===== src/rtl/abu_pkg.sv =====
// package of constants and types for the address breakpoint unit
// assumes a core-clock IOP register port and same-clock monitored buses
//
// Summary of operation
// - control register is 32-bit read/write.
// - user enable bit 25 gates everything.
// - valid hit raises breakpoint interrupt.
// - status records which source hit.
// - return from interrupt clears all status.
// - normal match: selected access within range.
// - pm invert bit 10 matches outside range.
// - invert bits 11,12,13 for dm1,dm2,instr.
// - io mode bits 7-6 off/write/read/any.
// - group enables bits 19,20,21.
// - bit 24 selects OR or AND combining.
package abu_pkg;
  localparam int          ADDR_W        = 8;
  localparam int          NUM_SRC       = 5;
  // register byte offsets
  localparam logic [7:0]  OFS_CONTROL   = 8'h00;
  localparam logic [7:0]  OFS_STATUS    = 8'h04;
  localparam logic [7:0]  OFS_START0    = 8'h10; // start of source i at +8*i
  localparam logic [7:0]  OFS_END0      = 8'h14; // end of source i at +8*i
  localparam logic [31:0] CONTROL_RESET = 32'h0000_0000;
  localparam logic [31:0] CONTROL_MASK  = 32'h033B_FCFF; // reserved bits read zero
  // control field positions
  localparam int          POS_PM_MODE   = 0;
  localparam int          POS_DM1_MODE  = 2;
  localparam int          POS_DM2_MODE  = 4;
  localparam int          POS_IO_MODE   = 6;
  localparam int          POS_PM_INV    = 10;
  localparam int          POS_DM1_INV   = 11;
  localparam int          POS_DM2_INV   = 12;
  localparam int          POS_IA_INV    = 13;
  localparam int          POS_IO_INV    = 17;
  localparam int          POS_PM_EN     = 19;
  localparam int          POS_DM_EN     = 20;
  localparam int          POS_IA_EN     = 21;
  localparam int          POS_AND       = 24;
  localparam int          POS_USER_EN   = 25;
  // emulation status positions
  localparam int          STAT_PM       = 0;
  localparam int          STAT_DM1      = 1;
  localparam int          STAT_DM2      = 2;
  localparam int          STAT_IA       = 3;
  localparam int          STAT_IO       = 7;
  // trigger mode codes
  typedef enum logic [1:0] {
    ABU_MODE_OFF   = 2'h0,
    ABU_MODE_WRITE = 2'h1,
    ABU_MODE_READ  = 2'h2,
    ABU_MODE_ANY   = 2'h3
  } abu_mode_t;
  // source indices
  localparam int          SRC_PM        = 0;
  localparam int          SRC_DM1       = 1;
  localparam int          SRC_DM2       = 2;
  localparam int          SRC_IA        = 3;
  localparam int          SRC_IO        = 4;
endpackage : abu_pkg


===== src/rtl/abu_top.sv =====
// address breakpoint unit: range compare on pm, dm, instruction and io dma
// assumes all bus inputs come from core logic on CLK; register port is single-cycle
`timescale 1ns/1ns
`default_nettype none
module abu_top #(
  parameter int AW = 32
) (
  input  wire logic                       CLK,
  input  wire logic                       RSTN,
  input  wire logic                       CE,
  input  wire logic                       IOP_WR,
  input  wire logic                       IOP_RD,
  input  wire logic [abu_pkg::ADDR_W-1:0] IOP_ADDR,
  input  wire logic [31:0]                IOP_WDATA,
  output var  logic [31:0]                IOP_RDATA,
  input  wire logic                       PM_VALID,
  input  wire logic                       PM_WRITE,
  input  wire logic [AW-1:0]              PM_ADDR,
  input  wire logic                       DM_VALID,
  input  wire logic                       DM_WRITE,
  input  wire logic [AW-1:0]              DM_ADDR,
  input  wire logic                       IA_VALID,
  input  wire logic [AW-1:0]              IA_ADDR,
  input  wire logic                       IO_VALID,
  input  wire logic                       IO_WRITE,
  input  wire logic [AW-1:0]              IO_ADDR,
  input  wire logic                       RETURN_FROM_INTERRUPT,
  output var  logic                       HARDWARE_BREAKPOINT_INTERRUPT,
  output var  logic [7:0]                 EMULATION_STATUS
);
  import abu_pkg::*;

  logic [31:0]         breakpoint_control;
  logic [AW-1:0]       start_addr [NUM_SRC];
  logic [AW-1:0]       end_addr   [NUM_SRC];
  logic [NUM_SRC-1:0]  src_active;
  logic [NUM_SRC-1:0]  src_hit;
  logic                eff_hit;
  logic                user_breakpoint_enable;
  logic                combine_with_and;
  logic [7:0]          next_status;

  ////////////////////////////////////////////////////////////////////////////
  // helpers

  // access type filter for a two-bit trigger code
  function automatic logic mode_match(input logic [1:0] mode, input logic valid,
                                      input logic write);
    logic r;
    r = 1'b0;
    case (abu_mode_t'(mode))
      ABU_MODE_OFF:   r = 1'b0;
      ABU_MODE_WRITE: r = valid & write;
      ABU_MODE_READ:  r = valid & ~write;
      ABU_MODE_ANY:   r = valid;
      default:        r = 1'b0;
    endcase
    return r;
  endfunction : mode_match

  // inclusive window, or its complement when inverted
  function automatic logic range_match(input logic [AW-1:0] a, input logic [AW-1:0] lo,
                                       input logic [AW-1:0] hi, input logic inv);
    logic r;
    r = (a >= lo) && (a <= hi);
    return inv ? ((a > hi) || (a < lo)) : r;
  endfunction : range_match

  ////////////////////////////////////////////////////////////////////////////
  // register writes

  // control register, reserved bits never stored
  always_ff @(posedge CLK)
  begin
    if (!RSTN)
      breakpoint_control <= CONTROL_RESET;
    else if (CE && IOP_WR && IOP_ADDR == OFS_CONTROL)
      breakpoint_control <= IOP_WDATA & CONTROL_MASK;
  end

  // start and end bounds, one pair per source
  always_ff @(posedge CLK)
  begin
    if (!RSTN)
    begin
      for (int i = 0; i < NUM_SRC; i++)
      begin
        start_addr[i] <= '0;
        end_addr[i]   <= '0;
      end
    end
    else if (CE && IOP_WR)
    begin
      for (int i = 0; i < NUM_SRC; i++)
      begin
        if (IOP_ADDR == OFS_START0 + 8'(8 * i))
          start_addr[i] <= IOP_WDATA[AW-1:0];
        if (IOP_ADDR == OFS_END0 + 8'(8 * i))
          end_addr[i] <= IOP_WDATA[AW-1:0];
      end
    end
  end

  // read data, one cycle after the strobe; unmapped offsets read zero
  always_ff @(posedge CLK)
  begin
    if (!RSTN)
      IOP_RDATA <= 32'h0000_0000;
    else if (CE && IOP_RD)
    begin
      IOP_RDATA <= 32'h0000_0000;
      if (IOP_ADDR == OFS_CONTROL)
        IOP_RDATA <= breakpoint_control;
      if (IOP_ADDR == OFS_STATUS)
        IOP_RDATA <= {24'h00_0000, EMULATION_STATUS};
      for (int i = 0; i < NUM_SRC; i++)
      begin
        if (IOP_ADDR == OFS_START0 + 8'(8 * i))
          IOP_RDATA <= 32'(start_addr[i]);
        if (IOP_ADDR == OFS_END0 + 8'(8 * i))
          IOP_RDATA <= 32'(end_addr[i]);
      end
    end
  end

  ////////////////////////////////////////////////////////////////////////////
  // match logic

  assign user_breakpoint_enable = breakpoint_control[POS_USER_EN];
  assign combine_with_and       = breakpoint_control[POS_AND];

  // which sources take part: group enable plus a non-zero trigger code; instr needs only its group enable, io only its code
  always_comb
  begin
    src_active[SRC_PM]  = breakpoint_control[POS_PM_EN] &&
                          breakpoint_control[POS_PM_MODE+:2] != ABU_MODE_OFF;
    src_active[SRC_DM1] = breakpoint_control[POS_DM_EN] &&
                          breakpoint_control[POS_DM1_MODE+:2] != ABU_MODE_OFF;
    src_active[SRC_DM2] = breakpoint_control[POS_DM_EN] &&
                          breakpoint_control[POS_DM2_MODE+:2] != ABU_MODE_OFF;
    src_active[SRC_IA]  = breakpoint_control[POS_IA_EN];
    src_active[SRC_IO]  = breakpoint_control[POS_IO_MODE+:2] != ABU_MODE_OFF;
  end

  // per-source hit: access type filter and range compare
  always_comb
  begin
    src_hit[SRC_PM]  = src_active[SRC_PM] &&
      mode_match(breakpoint_control[POS_PM_MODE+:2], PM_VALID, PM_WRITE) &&
      range_match(PM_ADDR, start_addr[SRC_PM], end_addr[SRC_PM],
                  breakpoint_control[POS_PM_INV]);
    src_hit[SRC_DM1] = src_active[SRC_DM1] &&
      mode_match(breakpoint_control[POS_DM1_MODE+:2], DM_VALID, DM_WRITE) &&
      range_match(DM_ADDR, start_addr[SRC_DM1], end_addr[SRC_DM1],
                  breakpoint_control[POS_DM1_INV]);
    src_hit[SRC_DM2] = src_active[SRC_DM2] &&
      mode_match(breakpoint_control[POS_DM2_MODE+:2], DM_VALID, DM_WRITE) &&
      range_match(DM_ADDR, start_addr[SRC_DM2], end_addr[SRC_DM2],
                  breakpoint_control[POS_DM2_INV]);
    // instruction fetches carry no direction, so any fetch qualifies
    src_hit[SRC_IA]  = src_active[SRC_IA] && IA_VALID &&
      range_match(IA_ADDR, start_addr[SRC_IA], end_addr[SRC_IA],
                  breakpoint_control[POS_IA_INV]);
    src_hit[SRC_IO]  = src_active[SRC_IO] &&
      mode_match(breakpoint_control[POS_IO_MODE+:2], IO_VALID, IO_WRITE) &&
      range_match(IO_ADDR, start_addr[SRC_IO], end_addr[SRC_IO],
                  breakpoint_control[POS_IO_INV]);
  end

  // effective breakpoint; AND needs every taking-part source in one cycle
  always_comb
  begin
    if (combine_with_and)
      eff_hit = (src_active != '0) && ((src_hit | ~src_active) == '1);
    else
      eff_hit = (src_hit != '0);
    eff_hit = eff_hit && user_breakpoint_enable;
  end

  ////////////////////////////////////////////////////////////////////////////
  // interrupt and status

  // one-cycle request to the sequencer per effective hit
  always_ff @(posedge CLK)
  begin
    if (!RSTN)
      HARDWARE_BREAKPOINT_INTERRUPT <= 1'b0;
    else if (CE)
      HARDWARE_BREAKPOINT_INTERRUPT <= eff_hit;
  end

  // sticky status; a hit in the clearing cycle survives the clear
  always_comb
  begin
    next_status = RETURN_FROM_INTERRUPT ? 8'h00 : EMULATION_STATUS;
    if (eff_hit)
    begin
      next_status[STAT_PM]  = next_status[STAT_PM]  | src_hit[SRC_PM];
      next_status[STAT_DM1] = next_status[STAT_DM1] | src_hit[SRC_DM1];
      next_status[STAT_DM2] = next_status[STAT_DM2] | src_hit[SRC_DM2];
      next_status[STAT_IA]  = next_status[STAT_IA]  | src_hit[SRC_IA];
      next_status[STAT_IO]  = next_status[STAT_IO]  | src_hit[SRC_IO];
    end
  end

  always_ff @(posedge CLK)
  begin
    if (!RSTN)
      EMULATION_STATUS <= 8'h00;
    else if (CE)
      EMULATION_STATUS <= next_status;
  end

  ////////////////////////////////////////////////////////////////////////////
  // checks

  property p_ctrl_store;
    @(posedge CLK) disable iff (!RSTN)
      (CE && IOP_WR && IOP_ADDR == OFS_CONTROL) |=>
        breakpoint_control == ($past(IOP_WDATA) & CONTROL_MASK);
  endproperty
  a_ctrl_store: assert property (p_ctrl_store) else $error("control write lost");

  property p_user_gate;
    @(posedge CLK) disable iff (!RSTN)
      (CE && !breakpoint_control[POS_USER_EN]) |=> !HARDWARE_BREAKPOINT_INTERRUPT;
  endproperty
  a_user_gate: assert property (p_user_gate) else $error("irq while user off");

  property p_irq_follows;
    @(posedge CLK) disable iff (!RSTN)
      (CE && eff_hit) |=> HARDWARE_BREAKPOINT_INTERRUPT ##1 (!CE || !$past(eff_hit) ||
                                                              HARDWARE_BREAKPOINT_INTERRUPT);
  endproperty
  a_irq_follows: assert property (p_irq_follows) else $error("hit gave no irq");

  property p_status_pm;
    @(posedge CLK) disable iff (!RSTN)
      (CE && eff_hit && src_hit[SRC_PM]) |=>
        EMULATION_STATUS[STAT_PM] && HARDWARE_BREAKPOINT_INTERRUPT;
  endproperty
  a_status_pm: assert property (p_status_pm) else $error("pm status not set");

  property p_rti_clear;
    @(posedge CLK) disable iff (!RSTN)
      (CE && RETURN_FROM_INTERRUPT && !eff_hit) |=> EMULATION_STATUS == 8'h00;
  endproperty
  a_rti_clear: assert property (p_rti_clear) else $error("status not cleared");

  property p_pm_inside;
    @(posedge CLK) disable iff (!RSTN)
      (src_active[SRC_PM] && !breakpoint_control[POS_PM_INV] && PM_VALID &&
       breakpoint_control[POS_PM_MODE+:2] == ABU_MODE_ANY &&
       PM_ADDR >= start_addr[SRC_PM] && PM_ADDR <= end_addr[SRC_PM]) |-> src_hit[SRC_PM];
  endproperty
  a_pm_inside: assert property (p_pm_inside) else $error("in-range pm missed");

  property p_pm_invert;
    @(posedge CLK) disable iff (!RSTN)
      (breakpoint_control[POS_PM_INV] && PM_ADDR >= start_addr[SRC_PM] &&
       PM_ADDR <= end_addr[SRC_PM]) |-> !src_hit[SRC_PM];
  endproperty
  a_pm_invert: assert property (p_pm_invert) else $error("inverted pm hit inside");

  property p_dm1_invert;
    @(posedge CLK) disable iff (!RSTN)
      (src_active[SRC_DM1] && breakpoint_control[POS_DM1_INV] && DM_VALID &&
       breakpoint_control[POS_DM1_MODE+:2] == ABU_MODE_ANY &&
       DM_ADDR > end_addr[SRC_DM1]) |-> src_hit[SRC_DM1];
  endproperty
  a_dm1_invert: assert property (p_dm1_invert) else $error("inverted dm1 missed");

  property p_io_write_only;
    @(posedge CLK) disable iff (!RSTN)
      (breakpoint_control[POS_IO_MODE+:2] == ABU_MODE_WRITE && !IO_WRITE) |->
        !src_hit[SRC_IO];
  endproperty
  a_io_write_only: assert property (p_io_write_only) else $error("io read hit");

  property p_dm_group_off;
    @(posedge CLK) disable iff (!RSTN)
      (!breakpoint_control[POS_DM_EN] || breakpoint_control[POS_DM1_MODE+:2] == 2'h0)
        |-> !src_hit[SRC_DM1];
  endproperty
  a_dm_group_off: assert property (p_dm_group_off) else $error("dm1 hit disabled");

  property p_group_gate;
    @(posedge CLK) disable iff (!RSTN)
      !breakpoint_control[POS_DM_EN] |-> !src_hit[SRC_DM1] && !src_hit[SRC_DM2];
  endproperty
  a_group_gate: assert property (p_group_gate) else $error("dm group ignored");

  property p_and_combine;
    @(posedge CLK) disable iff (!RSTN)
      (combine_with_and && src_active[SRC_PM] && !src_hit[SRC_PM]) |-> !eff_hit;
  endproperty
  a_and_combine: assert property (p_and_combine) else $error("and mode misfired");

endmodule : abu_top
`default_nettype wire


===== config.mk =====
export PLATFORM = sky130hd
export DESIGN_NAME = abu_top
export DESIGN_NICKNAME = d
export VERILOG_FILES = /design/src/rtl/abu_pkg.sv /design/src/rtl/abu_top.sv
export SDC_FILE = /design/constraint.sdc
export NUM_CORES = 1
export LEC_CHECK = 0
export BUFFER_PORTS_ARGS = -buffer_cell sky130_fd_sc_hd__buf_2
export CAP_MARGIN = 15
export CORE_UTILIZATION = 35
export CTS_CLUSTER_DIAMETER = 40
export CTS_CLUSTER_SIZE = 8
export DETAILED_ROUTE_END_ITERATION = 10
export GPL_ROUTABILITY_DRIVEN = 0
export PLACE_DENSITY_LB_ADDON = 0.3
export SYNTH_ARGS = -nofsm -noshare
export SYNTH_HDL_FRONTEND = slang
export SYNTH_SLANG_ARGS = --single-unit

===== constraint.sdc =====
create_clock -name CLK -period 10.9 [get_ports CLK]
set_input_delay 1.09 -clock CLK [delete_from_list [all_inputs] [get_ports CLK]]
set_output_delay 1.09 -clock CLK [all_outputs]
set_load 0.02 [all_outputs]

==> flow_summary.yaml <==
clock_tree:
  cts_made_buffers: 59
  worstSkewPairLatency_ns: 0.60
  cts_tree: "built"
  cts_root_buf: "clkbuf_16"
  clk_path_buf_depth: 3
  clock_sinks: 379
  path_clk_slew_ns: 0.05
  cts-hold-fix-buffers: 0
  post_cts_resized: 0
  cts-htree-levels: 2
  cts_setup_buffers: 0
layout:
  area_growth_pct: 17.4
  drive_gt1_frac: 0.142
  nets: 2928
  finalInstanceArea_mm2: 0.0269
worst_hold_path:
  min_path_type: "flop to flop"
  min_path_cells: 2
setup_path:
  crit_arrival_ns: 4.64
  worstPathRequired_ns: 11.13
  critPathCaptureType: "flop"
  path_class: "input pin to flop"
  critPathLaunchType: "input pin"
  reg2reg_depth: 11
  worstPathMaxFanout: 53
logic_synthesis:
  syn_avg_cell_area_um2: 10.5
  yosysTopAreaCellShare: 0.420
  yosysWarnings: 0
  syn_inst: 2178
  synth.mux.area_fraction: 0.00568
  ys.flop_type: "edfxtp_1"
  yosysTopAreaCell: "edfxtp_1"
  synth_edf_count: 320
  synth_area_leaders: "edfxtp_1 42%, ha_1 18%, inv_1 5.5%"
  synth_compound_area_frac: 0.167
  yosys.area_share.adder: 0.179
  syn_area_mm2: 0.0229
  synth_cell_type_count: 76
  ys_ff_latch: 379
  yosys.area_share.simple: 0.110
  synth_xor_area_frac: 0.000765
  synth_top_family_by_area: "adder cells"
  async_reset_ff_frac: 0
  seq_area_frac_synth: 0.471
run_status:
  status: "finished clean"
timing:
  worst_slack_ns: 6.49
  hold_violations: 0
  setup_violations: 0
  period_minus_slack_ns: 4.41
  fmax_ghz: 0.227
  finalClockSkew_ns: 0.0301
  relSlewSlack: 0.305
  post-route-period-util: 0.404
  fin_setup_tns_ns: 0
  whs_ns: 0.480
  drv_slew: 0
  tightest_slew_ns: 1.04
  rsz0062_at_grt: "false"
pwr:
  peakVddDrop_v: 0.000131
  powerDensity_mw_per_mm2: 144
  p_leak_nw: 11.6
  p_total_w: 0.00388
grt:
  antenna_found_initial: 5
  grt-ovfl-total: 0
  grt_pass1_vias: 18900
  grt_first_pass_wirelength_mm: 121
  grt_max_degree: 68
  grtUsageTotal: 0.246
place:
  numPortBuffers: 218
  dpl.hpwl_mm: 66.4
  place_ws_ns: 6.07
  dpl-instance-area_mm2: 0.0251
detailed_routing:
  wl_per_cell_um: 25.0
  viasPerCell: 5.68
  vias: 18900
  ant_nets: 0
  first_pass_iters: 8
  drc_errors: 0
  wl_mm: 83.3
  drt-initial-drc-count: 1950
job:
  cap_violations: 0
die:
  io_pins: 222
  fp.coreArea_mm2: 0.0646
  die_w_um: 258
  die_area_mm2: 0.0664
  die_h_um: 258
  rows: 93
  start_util: 0.355
[final cells by class]
type | instances | area (µm²)
multi-input cells | 1402 | 10700
inverters | 333 | 1250
clock buffers | 98 | 1670
clock inverters | 12 | 115
well taps | 855 | 1070
fillers | 6103 | 37700
flip-flops and latches | 379 | 10800
diodes | 3 | 7.51
repair buffers | 245 | 1290
[registers in the layout, summed over array words and instances, names as in the netlist]
signal and flops:
start_addr 160, breakpoint_control 21, end_addr 160, HARDWARE_BREAKPOINT_INTERRUPT 1
IOP_RDATA 32, EMULATION_STATUS 5
[final timing paths]
path                                                                   end                                start  slack (ns)
worst max-delay path                           start_addr[0][91]$_DFFE_PP_                          IOP_ADDR[2]        6.49
worst min-delay path                   breakpoint_control[14]$_SDFFE_PN0P_  breakpoint_control[14]$_SDFFE_PN0P_        0.48
worst max register to register  HARDWARE_BREAKPOINT_INTERRUPT$_SDFFE_PN0P_         start_addr[0][158]$_DFFE_PP_        7.06
worst min register to register         breakpoint_control[14]$_SDFFE_PN0P_  breakpoint_control[14]$_SDFFE_PN0P_        0.48
[where the power goes]
group	total, W	switching [W]	internal, W
clock network	0.00173	0.000668	0.00106
registers	0.00169	0.0000510	0.00164
logic	0.000459	0.000289	0.000171
[critical path: stages]
cell and delay [ns]:
buf_2 0.10, buf_4 0.31, nor4_1 0.95, nand2_1 0.75, o21ai_2 0.92, buf_4 0.46
[metrics by stage]
stage	cells	utilization
2_1_floorplan	2180	-
3_3_place_gp	3212	0.388
3_5_place_dp	3213	0.388
4_1_cts	3323	0.416
5_1_grt	3326	0.416
6_report	3327	0.416
[cell usage after synthesis, types with 11 or more instances]
library cell and number:
edfxtp_1 320, a21boi_0 29, a222oi_1 27, buf_2 11
nor3_1 15, clkbuf_1 47, and2_1 66, nand4_1 71
nor2b_1 16, o211ai_1 24, and4_1 13, mux2i_1 13
a21o_1 21, a21oi_1 175, o21ai_0 121, inv_1 333
nand2_1 132, dfxtp_1 59, a22oi_1 51, nor4_1 13
a221oi_1 24, nand3_1 54, ha_1 327, nor2_1 57
o22ai_1 13, a31oi_1 20
[cell families (layout without fill, tap and decap cells)]
family | Yosys count | in the layout
and+or+nand+nor | 474 | 474
adders and majority gates | 327 | 327
xor gates and xnor gates | 2 | 2
muxes | 13 | 13
AOI/OAI and AO/OA | 583 | 583
other | 1 | 6
buffers and inverters | 399 | 688
DFF | 379 | 379
[placed cells by master, fill, tap and decap left out, drive strengths merged, types with 4 or more instances in the layout]
master / count
o21ai: 121
nand3: 54
dfxtp: 59
and3: 7
o21a: 7
a22oi: 51
a221o: 5
a211oi: 9
a2111oi: 5
a21oi: 175
a222oi: 27
clkinv: 8
a2111o: 4
o211ai: 24
a21o: 21
o22ai: 13
buf: 245
and4: 13
a31oi: 20
o221ai: 5
ha: 327
inv: 334
mux2i: 13
clkbuf: 98
and2: 67
nor3: 16
a221oi: 25
nor4: 13
edfxtp: 320
nor2: 57
a21boi: 29
nor2b: 16
o211a: 4
nand2: 133
o31ai: 7
nand4: 71
nor4b: 4
[routing by layer]
metal / global-route usage / routed length, µm / vias up
met5: 0 / 27 / -
met4: 0.103 / 3480 / 4
met3: 0.0404 / 7320 / 155
met2: 0.377 / 36200 / 967
met1: 0.342 / 36300 / 9161
li1: - / - / 8625
(Power assumes the default switching activity.)
